### config.mk
export PLATFORM = sky130hd
export DESIGN_NAME = sll_tx_link
export DESIGN_NICKNAME = d
export VERILOG_FILES = /design/src/pkg/sll_pkg.sv /design/src/hw/sll_tx_link.sv
export SDC_FILE = /design/constraint.sdc
export NUM_CORES = 1
export LEC_CHECK = 0
export ABC_AREA = 1
export BUFFER_PORTS_ARGS = -buffer_cell sky130_fd_sc_hd__buf_2
export CAP_MARGIN = 20
export CORE_ASPECT_RATIO = 0.8
export CORE_MARGIN = 10
export CORE_UTILIZATION = 49
export CTS_CLUSTER_DIAMETER = 50
export DETAILED_ROUTE_END_ITERATION = 8
export PLACE_DENSITY = 0.9
export SYNTH_ARGS = -nofsm -noshare
export SYNTH_HDL_FRONTEND = slang
export SYNTH_SLANG_ARGS = --single-unit
### constraint.sdc
create_clock -name mclk -period 2.1 [get_ports mclk]
set_input_delay 0.21 -clock mclk [delete_from_list [all_inputs] [get_ports mclk]]
set_output_delay 0.21 -clock mclk [all_outputs]
set_load 0.01 [all_outputs]
### src/pkg/sll_pkg.sv
// constants and carrier types for the serial link transmit layer
package sll_pkg;

  // 8b/10b control characters, by their octet value with the k flag set
  localparam logic [7:0] K28_0_CODE     = 8'h1C;
  localparam logic [7:0] K28_3_CODE     = 8'h7C;
  localparam logic [7:0] K28_5_CODE     = 8'hBC;
  localparam logic [7:0] K28_7_CODE     = 8'hFC;
  // scrambled-mode octets that are carried as alignment characters
  localparam logic [7:0] SCR_FRAME_OCT  = 8'hFC;
  localparam logic [7:0] SCR_MF_OCT     = 8'h7C;

  // initial lane alignment sequence
  localparam logic [1:0] ILAS_MF_LAST   = 2'h3;
  localparam logic [1:0] ILAS_MF_CFG    = 2'h1;
  localparam int         ILAS_CFG_OCTS  = 14;
  localparam int         ILAS_CFG_W     = ILAS_CFG_OCTS * 8;
  localparam logic [15:0] ILAS_CFG_FIRST = 16'h0001;
  localparam logic [15:0] ILAS_CFG_LAST  = 16'h000E;

  // 64b/66b block and multiblock structure
  localparam int         BLK_DATA_W     = 64;
  localparam int         BLK_W          = 66;
  localparam logic [4:0] MB_BLK_LAST    = 5'h1F;
  localparam logic [1:0] SH_ONE         = 2'h2;
  localparam logic [1:0] SH_ZERO        = 2'h1;
  localparam logic [BLK_W-1:0] BLK_RST  = {{BLK_DATA_W{1'b0}}, SH_ZERO};

  // sync header stream layout
  localparam int          EOEMB_BIT     = 22;
  localparam logic [31:0] SHS_PILOT_CRC = 32'h80A8_8888;
  localparam logic [31:0] SHS_PILOT_FEC = 32'h8000_0000;

  // self-synchronous scrambler state and taps
  localparam int          SCR_LEN       = 58;
  localparam int          SCR_TAP_A     = 38;
  localparam int          SCR_TAP_B     = 57;
  localparam logic [SCR_LEN-1:0] SCR_SEED = {SCR_LEN{1'b1}};

  typedef enum logic [3:0] {
    ST_CGS  = 4'h1,
    ST_WAIT = 4'h2,
    ST_ILAS = 4'h4,
    ST_DATA = 4'h8
  } sll_state_t;

  // static link configuration, held steady while the link runs
  typedef struct packed {
    logic       mode_64b;
    logic       scr_en;
    logic       fec_mode;
    logic [7:0] f_m1;
    logic [7:0] k_m1;
    logic [7:0] e_m1;
  } sll_cfg_t;

  typedef struct packed {
    logic       is_k;
    logic [7:0] code;
  } sll_char_t;

endpackage

### src/hw/sll_tx_link.sv
// transmit link layer: 8b/10b alignment and 64b/66b block framing
//
// Operation
// - sync request low: send K28.5 continuously
// - after sync rise, start alignment at multiframe edge
// - four multiframes, R first, A last, config second
// - unscrambled repeated frame-final octet becomes K28.7
// - repeated octet in multiframe end becomes K28.3
// - scrambled frame-final 0xFC sent as K28.7
// - scrambled multiframe-final 0x7C sent as K28.3
// - 64b mode: scramble 8-octet block, prefix header
// - header bits 0-1, octet n at 2+8n
// - 32 blocks per multiblock, E per extended
// - extended multiblock clock phase reset by SYSREF
// - header bits differ: 10 is one, 01 zero
// - headers of 32 blocks form stream word
// - stream word ends 00001, unique in CRC mode
// - bit 22 set only in last multiblock
// - only CRC-12 and FEC stream contents
// - alignment sequence unscrambled; 64b always scrambled
// - multiframe clock reset by SYSREF, F*K octets
module sll_tx_link
  import sll_pkg::*;
(
  input  wire logic                  mclk,
  input  wire logic                  rstn,
  input  wire logic                  sync_n_pin,
  input  wire logic                  sysref_pin,
  input  wire sll_cfg_t              cfg,
  input  wire logic [ILAS_CFG_W-1:0] ilas_cfg,
  input  wire logic [11:0]           crc_par,
  input  wire logic [25:0]           fec_par,
  input  wire logic [BLK_DATA_W-1:0] tx_data,
  output logic                       tx_ready,
  output sll_char_t                  char_out,
  output logic [BLK_W-1:0]           blk_out,
  output logic                       link_up,
  output logic                       lmfc_edge,
  output logic                       lemc_edge
);

  // builds the 32-bit sync header stream word, bit n rides on block n
  function automatic logic [31:0] shs_word(
    input logic [11:0] c,
    input logic [25:0] f,
    input logic        fec,
    input logic        eoemb
  );
    logic [31:0] w;
    w = fec ? SHS_PILOT_FEC : SHS_PILOT_CRC;
    if (fec) begin
      for (int i = 0; i < 22; i++) begin
        w[i] = f[25-i];
      end
      for (int i = 23; i < 27; i++) begin
        w[i] = f[26-i];
      end
    end else begin
      for (int g = 0; g < 4; g++) begin
        for (int j = 0; j < 3; j++) begin
          w[4*g+j] = c[11-3*g-j];
        end
      end
    end
    w[EOEMB_BIT] = eoemb;
    return w;
  endfunction

  logic                  sync_s1_reg;
  logic                  sync_s2_reg;
  logic                  sysref_s1_reg;
  logic                  sysref_s2_reg;
  logic                  sysref_s3_reg;
  logic                  sysref_rise;
  logic [7:0]            oct_cnt_reg;
  logic [7:0]            frm_cnt_reg;
  logic [15:0]           mf_pos_reg;
  logic                  oct_last;
  logic                  frm_last;
  logic                  mf_last;
  logic                  mf_first;
  sll_state_t            state_reg;
  logic [1:0]            ilas_mf_reg;
  logic [7:0]            prev_oct_reg;
  logic                  prev_vld_reg;
  sll_char_t             char_next;
  logic [7:0]            cur_oct;
  logic [7:0]            cfg_oct;
  logic [4:0]            blk_cnt_reg;
  logic [7:0]            emb_cnt_reg;
  logic                  emb_last;
  logic [11:0]           crc_reg;
  logic [25:0]           fec_reg;
  logic [31:0]           shs_cur;
  logic [SCR_LEN-1:0]    scr_reg;
  logic [SCR_LEN-1:0]    scr_next;
  logic [BLK_DATA_W-1:0] scr_out;

  // two flops on sync, three on sysref; sysref edge detection compares the second and third
  always_ff @(posedge mclk or negedge rstn) begin
    if (!rstn) begin
      sync_s1_reg   <= 1'b0;
      sync_s2_reg   <= 1'b0;
      sysref_s1_reg <= 1'b0;
      sysref_s2_reg <= 1'b0;
      sysref_s3_reg <= 1'b0;
    end else begin
      sync_s1_reg   <= sync_n_pin;
      sync_s2_reg   <= sync_s1_reg;
      sysref_s1_reg <= sysref_pin;
      sysref_s2_reg <= sysref_s1_reg;
      sysref_s3_reg <= sysref_s2_reg;
    end
  end

  assign sysref_rise = sysref_s2_reg & ~sysref_s3_reg;

  // multiframe clock: one octet per cycle, F*K octets per multiframe
  assign oct_last = (oct_cnt_reg == cfg.f_m1);
  assign frm_last = (frm_cnt_reg == cfg.k_m1);
  assign mf_last  = oct_last & frm_last;
  assign mf_first = (mf_pos_reg == '0);

  always_ff @(posedge mclk or negedge rstn) begin
    if (!rstn) begin
      oct_cnt_reg <= '0;
      frm_cnt_reg <= '0;
      mf_pos_reg  <= '0;
    end else if (sysref_rise) begin
      oct_cnt_reg <= '0;
      frm_cnt_reg <= '0;
      mf_pos_reg  <= '0;
    end else if (oct_last) begin
      oct_cnt_reg <= '0;
      frm_cnt_reg <= frm_last ? '0 : frm_cnt_reg + 8'h01;
      mf_pos_reg  <= frm_last ? '0 : mf_pos_reg + 16'h0001;
    end else begin
      oct_cnt_reg <= oct_cnt_reg + 8'h01;
      mf_pos_reg  <= mf_pos_reg + 16'h0001;
    end
  end

  assign lmfc_edge = mf_first;

  // link start-up; a low sync request pulls back to comma stream
  always_ff @(posedge mclk or negedge rstn) begin
    if (!rstn) begin
      state_reg   <= ST_CGS;
      ilas_mf_reg <= '0;
    end else if (!sync_s2_reg || cfg.mode_64b) begin
      state_reg   <= ST_CGS;
      ilas_mf_reg <= '0;
    end else begin
      unique case (state_reg)
        ST_CGS: begin
          state_reg <= ST_WAIT;
        end
        ST_WAIT: begin
          // next cycle is the multiframe edge
          if (mf_last && !sysref_rise) begin
            state_reg   <= ST_ILAS;
            ilas_mf_reg <= '0;
          end
        end
        ST_ILAS: begin
          // a sysref mid-sequence would break the count; restart
          if (sysref_rise) begin
            state_reg <= ST_WAIT;
          end else if (mf_last) begin
            if (ilas_mf_reg == ILAS_MF_LAST) begin
              state_reg <= ST_DATA;
            end else begin
              ilas_mf_reg <= ilas_mf_reg + 2'h1;
            end
          end
        end
        ST_DATA: begin
          state_reg <= ST_DATA;
        end
      endcase
    end
  end

  // config octets ride in the second multiframe after its R character
  always_comb begin
    cfg_oct = '0;
    for (int i = 0; i < ILAS_CFG_OCTS; i++) begin
      if (mf_pos_reg == ILAS_CFG_FIRST + 16'(i)) begin
        cfg_oct = ilas_cfg[8*i +: 8];
      end
    end
  end

  assign cur_oct = tx_data[7:0];

  // 8b/10b character selection, ahead of the encoder
  always_comb begin
    char_next.is_k = 1'b1;
    char_next.code = K28_5_CODE;
    unique case (state_reg)
      ST_CGS, ST_WAIT: begin
        char_next.is_k = 1'b1;
        char_next.code = K28_5_CODE;
      end
      ST_ILAS: begin
        // sent as is: the sequence never passes the scrambler
        char_next.is_k = 1'b0;
        char_next.code = mf_pos_reg[7:0];
        if (mf_first) begin
          char_next.is_k = 1'b1;
          char_next.code = K28_0_CODE;
        end else if (mf_last) begin
          char_next.is_k = 1'b1;
          char_next.code = K28_3_CODE;
        end else if (ilas_mf_reg == ILAS_MF_CFG &&
                     mf_pos_reg <= ILAS_CFG_LAST) begin
          char_next.code = cfg_oct;
        end
      end
      ST_DATA: begin
        char_next.is_k = 1'b0;
        char_next.code = cur_oct;
        if (oct_last && cfg.scr_en) begin
          if (mf_last && cur_oct == SCR_MF_OCT) begin
            char_next.is_k = 1'b1;
            char_next.code = K28_3_CODE;
          end else if (cur_oct == SCR_FRAME_OCT) begin
            char_next.is_k = 1'b1;
            char_next.code = K28_7_CODE;
          end
        end else if (oct_last && prev_vld_reg &&
                     cur_oct == prev_oct_reg) begin
          char_next.is_k = 1'b1;
          char_next.code = mf_last ? K28_3_CODE
                                   : K28_7_CODE;
        end
      end
      default: begin
        char_next.is_k = 1'b1;
        char_next.code = K28_5_CODE;
      end
    endcase
  end

  // last octet of the previous frame, as data, for repeat detection
  always_ff @(posedge mclk or negedge rstn) begin
    if (!rstn) begin
      prev_oct_reg <= '0;
      prev_vld_reg <= 1'b0;
    end else if (state_reg != ST_DATA) begin
      prev_vld_reg <= 1'b0;
    end else if (oct_last) begin
      prev_oct_reg <= cur_oct;
      prev_vld_reg <= 1'b1;
    end
  end

  always_ff @(posedge mclk or negedge rstn) begin
    if (!rstn) begin
      char_out.is_k <= 1'b1;
      char_out.code <= K28_5_CODE;
    end else begin
      char_out <= char_next;
    end
  end

  // extended multiblock clock: one block per cycle in 64b mode
  assign emb_last = (emb_cnt_reg == cfg.e_m1);

  always_ff @(posedge mclk or negedge rstn) begin
    if (!rstn) begin
      blk_cnt_reg <= '0;
      emb_cnt_reg <= '0;
    end else if (sysref_rise) begin
      blk_cnt_reg <= '0;
      emb_cnt_reg <= '0;
    end else if (blk_cnt_reg == MB_BLK_LAST) begin
      blk_cnt_reg <= '0;
      emb_cnt_reg <= emb_last ? '0 : emb_cnt_reg + 8'h01;
    end else begin
      blk_cnt_reg <= blk_cnt_reg + 5'h01;
    end
  end

  assign lemc_edge = (blk_cnt_reg == '0) && (emb_cnt_reg == '0);

  // parity of a multiblock goes out in the stream of the next one
  always_ff @(posedge mclk or negedge rstn) begin
    if (!rstn) begin
      crc_reg <= '0;
      fec_reg <= '0;
    end else if (blk_cnt_reg == MB_BLK_LAST) begin
      crc_reg <= crc_par;
      fec_reg <= fec_par;
    end
  end

  // only the CRC-12 and FEC layouts exist here
  assign shs_cur = shs_word(crc_reg, fec_reg, cfg.fec_mode,
                            emb_last);

  // self-synchronous scrambler over the 64 payload bits
  always_comb begin
    scr_next = scr_reg;
    scr_out  = '0;
    for (int i = 0; i < BLK_DATA_W; i++) begin
      scr_out[i] = tx_data[i] ^ scr_next[SCR_TAP_A]
                              ^ scr_next[SCR_TAP_B];
      scr_next = {scr_next[SCR_LEN-2:0], scr_out[i]};
    end
  end

  always_ff @(posedge mclk or negedge rstn) begin
    if (!rstn) begin
      scr_reg <= SCR_SEED;
    end else if (cfg.mode_64b) begin
      scr_reg <= scr_next;
    end
  end

  // header in bits 0-1, octet n in bits 2+8n; stream bit per block
  always_ff @(posedge mclk or negedge rstn) begin
    if (!rstn) begin
      blk_out <= BLK_RST;
    end else if (cfg.mode_64b) begin
      blk_out <= {scr_out,
                  shs_cur[blk_cnt_reg] ? SH_ONE : SH_ZERO};
    end
  end

  // a 64b block is taken every cycle; 8b data only once aligned
  assign tx_ready = cfg.mode_64b | (state_reg == ST_DATA);
  assign link_up  = tx_ready;

endmodule

Word level (Yosys, flattened, before mapping)
Index checks and enable logic that the tools add are counted.
W data, S select, Z words.
- bits in registers: 236
- muxes and demuxes: 64
- add/subtract/negate cells: 6
- equal/unequal tests: 34
- bitwise operators: 133
- $lt $le $gt $ge: 2
- reduce and logical (&&, ||, !) cells: 20
- operators by type and width (kind ; count):
    $mux W8 ; 25
    $xor A1 B1 Y1 ; 128
    $eq A16 B4 Y1 const B ; 7
    $eq A16 B3 Y1 const B ; 4
    $mux W16 ; 3
    $mux W9 ; 5
    $eq A16 B2 Y1 const B ; 2
    $eq A8 B8 Y1 ; 4
    $add A8 B1 Y8 const B ; 3
    $mux W24 ; 1
    $mux W4 ; 6
    $pmux W9 S2 ; 1
    $add A16 B1 Y16 const B ; 1
    $eq A16 B1 Y1 const B ; 1
    $le A16 B4 Y1 const B ; 1
    $logic_not A16 Y1 ; 1
    $pmux W4 S4 ; 1
    $mux W2 ; 6
    $mux W3 ; 4
    $ne A3 B3 Y1 const B ; 4
    $ne A4 B4 Y1 const B ; 3
    $mux W5 ; 2
    $eq A8 B7 Y1 const B ; 1
    $eq A8 B8 Y1 const B ; 1
    27 further kinds ; 44

Logic depth before layout (Yosys ltp)
- depth after elaboration: 19
- mapped depth: 28

Worst setup path after synthesis
OpenSTA, ideal clock, no wires.
- path type: reg-to-reg
- start: reg mf_pos_reg[0]
- end: reg char_out[3] (netlist bit)
- path buffers: 0
- path slack: -0.014 ns
- cell stages (with the launch flop): 27
- clock period less this slack: 2.114 ns
- required time: 2.027 ns
- arrival time: 2.041 ns
- cell sequence: dfrtp_1 inv_1 ha_1 nand2_1 nor2_2 nand2_1 inv_2 nand2_1 nand2_1 nand2_1 nand3_1 nand2_1 nand2_1 nand2_1 nand2_1 nand2_1 nand2_1 nand2_1 nand2_1 nand2_1 nand2_1 nand2_1 nand2_1 nand2_1 nand2_1 nand2_1 a21oi_1
- RTL lines (item ; line ; RTL):
    from (decl) ; sll_tx_link.sv:77 ; logic [15:0] mf_pos_reg;
    from (signal assigned) ; sll_tx_link.sv:136 ; mf_pos_reg <= frm_last ? '0 : mf_pos_reg + 16'h0001;
    from (signal assigned) ; sll_tx_link.sv:139 ; mf_pos_reg <= mf_pos_reg + 16'h0001;
    to (signal assigned) ; sll_tx_link.sv:263 ; char_out <= char_next;
    to (decl) ; sll_tx_link.sv:35 ; output sll_char_t char_out,

==> results.sh <==
export IMPL_outcome="finished with violations"
export IMPL_violations="setup timing"
export IMPL_rows=52
export IMPL_drt_initial_drc_count=1309
export IMPL_vdd_drop_max_uv=1050
export IMPL_p_leak_nw=9.09
export IMPL_utilization_pct=70.0
export IMPL_crit_type="reg -> reg"
export IMPL_clock_skew_final_ns=0.0109
export IMPL_layout_drive_gt1_share_pct=35.4
export IMPL_die_w_microns=200
export IMPL_nFillCells=1833
export IMPL_antenna_found_initial=2
export IMPL_drc_errors=0
export IMPL_critPathMaxFanout=3
export IMPL_power_mw=21.0
export IMPL_finalHoldViolCount=0
export IMPL_clk_insertion_delay_late_ns=0.52
export IMPL_grt_max_degree=155
export IMPL_power_density_nw_per_um2=1180
export IMPL_grt_pass1_vias=13400
export IMPL_r2r_slack_ns=-0.36
export IMPL_ant_nets=0
export IMPL_multiInputGateArea_sq_um=6560
export IMPL_ys_ff_latch=236
export IMPL_period_minus_slack_ns=2.46
export IMPL_drv_slew=0
export IMPL_synth_edf_count=0
export IMPL_synth_nets=1875
export IMPL_crit_top_cell="nand2_1"
export IMPL_fmax_mhz=406
export IMPL_grt_usage_pct=27.0
export IMPL_grt_overflow=0
export IMPL_first_pass_iters=7
export IMPL_slowest_stage="dfrtp_1"
export IMPL_synthFlopType="dfrtp_1"
export IMPL_clkPwrFrac_pct=21.7
export IMPL_cp_end_kind="flop"
export IMPL_slew_headroom_pct=59.2
export IMPL_core_sq_um=25400
export IMPL_ys_warn_count=0
export IMPL_largest_reg_flops=66
export IMPL_clk_path_buf_depth=3
export IMPL_place_area_sq_um=15400
export IMPL_cp_top_family="simple AND/OR/NAND/NOR gates"
export IMPL_cts_sinks=236
export IMPL_cp_required_ns=2.54
export IMPL_hpwl_microns=33700
export IMPL_nets=2380
export IMPL_layout_setup_ws_ns=-0.363
export IMPL_synth_cells=1617
export IMPL_die_h_microns=164
export IMPL_place_gp_congestion=0.946
export IMPL_hold_start="ilas_cfg[104]"
export IMPL_rr_endpoint="char_out[5]"
export IMPL_cts_root_buf="clkbuf_16"
export IMPL_port_buffers=323
export IMPL_switching_share_pct=39.2
export IMPL_pre_cts_ws_ns=-0.416
export IMPL_endpoint="char_out[5]"
export IMPL_ys_types=51
export IMPL_startpoint_type="flop"
export IMPL_slowest_delay_ns=0.42
export IMPL_r2r_start="mf_pos_reg[0]"
export IMPL_cp_num_cells=28
export IMPL_p_sw_mw=8.21
export IMPL_cts_tree="yes"
export IMPL_pwr_share_seq_pct=36.0
export IMPL_stdcell_area_sq_um=17800
export IMPL_numCtsBuffers=26
export IMPL_seq_area_sq_um=5990
export IMPL_die_area_sq_um=32900
export IMPL_start_util_pct=50.1
export IMPL_finalWirelength_microns=48500
export IMPL_async_reset_ff_share_pct=100
export IMPL_io_pins=324
export IMPL_worstMarginPinSlew_ns=0.612
export IMPL_via_per_inst=5.41
export IMPL_crit_arrival_ns=2.90
export IMPL_syn_area_per_cell_sq_um=7.88
export IMPL_htreeDepth=1
export IMPL_layout_commonest_cell="nand2_1"
export IMPL_hp_class="in -> reg"
export IMPL_r2r_cells=28
export IMPL_syn_area_sq_um=12700
export IMPL_p_int_mw=12.7
export IMPL_rsz0062_at_grt="true"
export IMPL_final_cell_mix="nand2_1 (570), buf_2 (322), dfrtp_1 (169), buf_4 (122), inv_1 (100)"
export IMPL_setup_viol=20
export IMPL_wl_per_cell_microns=19.4
export IMPL_path_clk_slew_ns=0.06
export IMPL_finalCritPeriodShare_pct=117
export IMPL_crit_start="mf_pos_reg[0]"
export IMPL_synth_seq_area_share_pct=47.0
export IMPL_maxCapViolCount=0
export IMPL_area_growth_pct=39.7
export IMPL_comb_power_share_pct=42.2
export IMPL_critPathBufInv=3
export IMPL_grt_pass1_wl_microns=72400
export IMPL_via_count=13500
==> power groups by stage <==
stage / clock network, mW / registers [mW] / logic, mW
after global routing: 4.77 / 7.66 / 9.76
after global placement: 0 / 7.45 / 7.70
final: 4.55 / 7.56 / 8.86
after CTS: 4.57 / 7.49 / 8.40
after detailed placement: 0 / 7.52 / 7.98
after floorplan: 0 / 7.55 / 4.82
==> metal layers <==
metal / GRT usage, % / wire [microns] / up-vias
met4: 8.45 / 1830 / 4
li1: - / - / 6100
met2: 46.5 / 23300 / 790
met3: 5.91 / 4220 / 163
met5: 0 / 29 / -
met1: 33.5 / 19100 / 6432
==> cells in the mapped netlist, types with 4 or more instances <==
cell	instances	share of area [%]
a21oi_1	94	3.7
buf_1	5	0.15
buf_2	4	0.16
clkbuf_1	35	1.0
dfrtp_1	170	33
dfstp_2	66	14
ha_1	13	1.3
inv_1	124	3.7
inv_2	6	0.18
nand2_1	592	17
nand2_2	5	0.25
nand3_1	29	1.1
nand4_1	15	0.74
nor2_1	109	3.2
nor2_2	8	0.39
nor2_4	4	0.35
nor3_1	23	0.90
o211ai_1	5	0.29
o21ai_0	79	3.1
o21ai_1	7	0.27
o22ai_1	8	0.39
or2_2	30	1.5
xnor2_1	67	4.6
xor2_1	79	5.4
==> final cells by class <==
cell class / instances / share of cell area (%)
antenna: 1 / 0.0141
clock buffer: 37 / 4.12
tap: 351 / 2.47
inverter: 132 / 2.92
multi-input combinational: 1202 / 36.8
timing repair inverter: 1 / 0.0422
sequential: 236 / 33.6
timing repair buffer: 523 / 19.3
clock inverter: 11 / 0.646
==> metrics by stage <==
step           cells  hold slack [ns]  setup TNS [ns]
3_3_place_gp    2338            0.216           -1.72
3_5_place_dp    2338            0.224           -4.06
6_report        2494          0.00778           -4.00
2_1_floorplan   1617          -0.0856        -0.00876
4_1_cts         2474          0.00221           -4.13
5_1_grt         2493           0.0195           -7.01
==> what timing repair did <==
| item | in CTS | in global routing |
|---|---|---|
| gates resized for setup | 55 | 144 |
| gates cloned | 0 | 1 |
| setup endpoints to repair | 38 | 56 |
| setup buffers | 51 | 36 |
| pin swaps | 34 | 74 |
| hold buffers | 41 | 0 |
| hold endpoints to repair | 77 | 0 |
==> worst min path at each step <==
stage / end / cells past startpoint
after floorplan: blk_cnt_reg[0] / 0
after global placement: blk_out[40] / 1
after detailed placement: blk_out[35] / 1
after CTS: char_out[0] / 5
after global routing: char_out[0] / 5
final: char_out[0] / 5
==> worst min-delay path, cell delays in order <==
cell	delay [ns]
buf_2	0.09
a21oi_1	0.06
nand2_1	0.06
nand2_1	0.04
nand2_1	0.04
==> cell families after synthesis <==
kind of cell,synth area share (%)
fa+ha+maj,1.28
flops,47.0
xor+xnor,10.0
compound gates,9.01
buf+inv,5.43
simple gates,27.3
(Power assumes the default switching activity.)
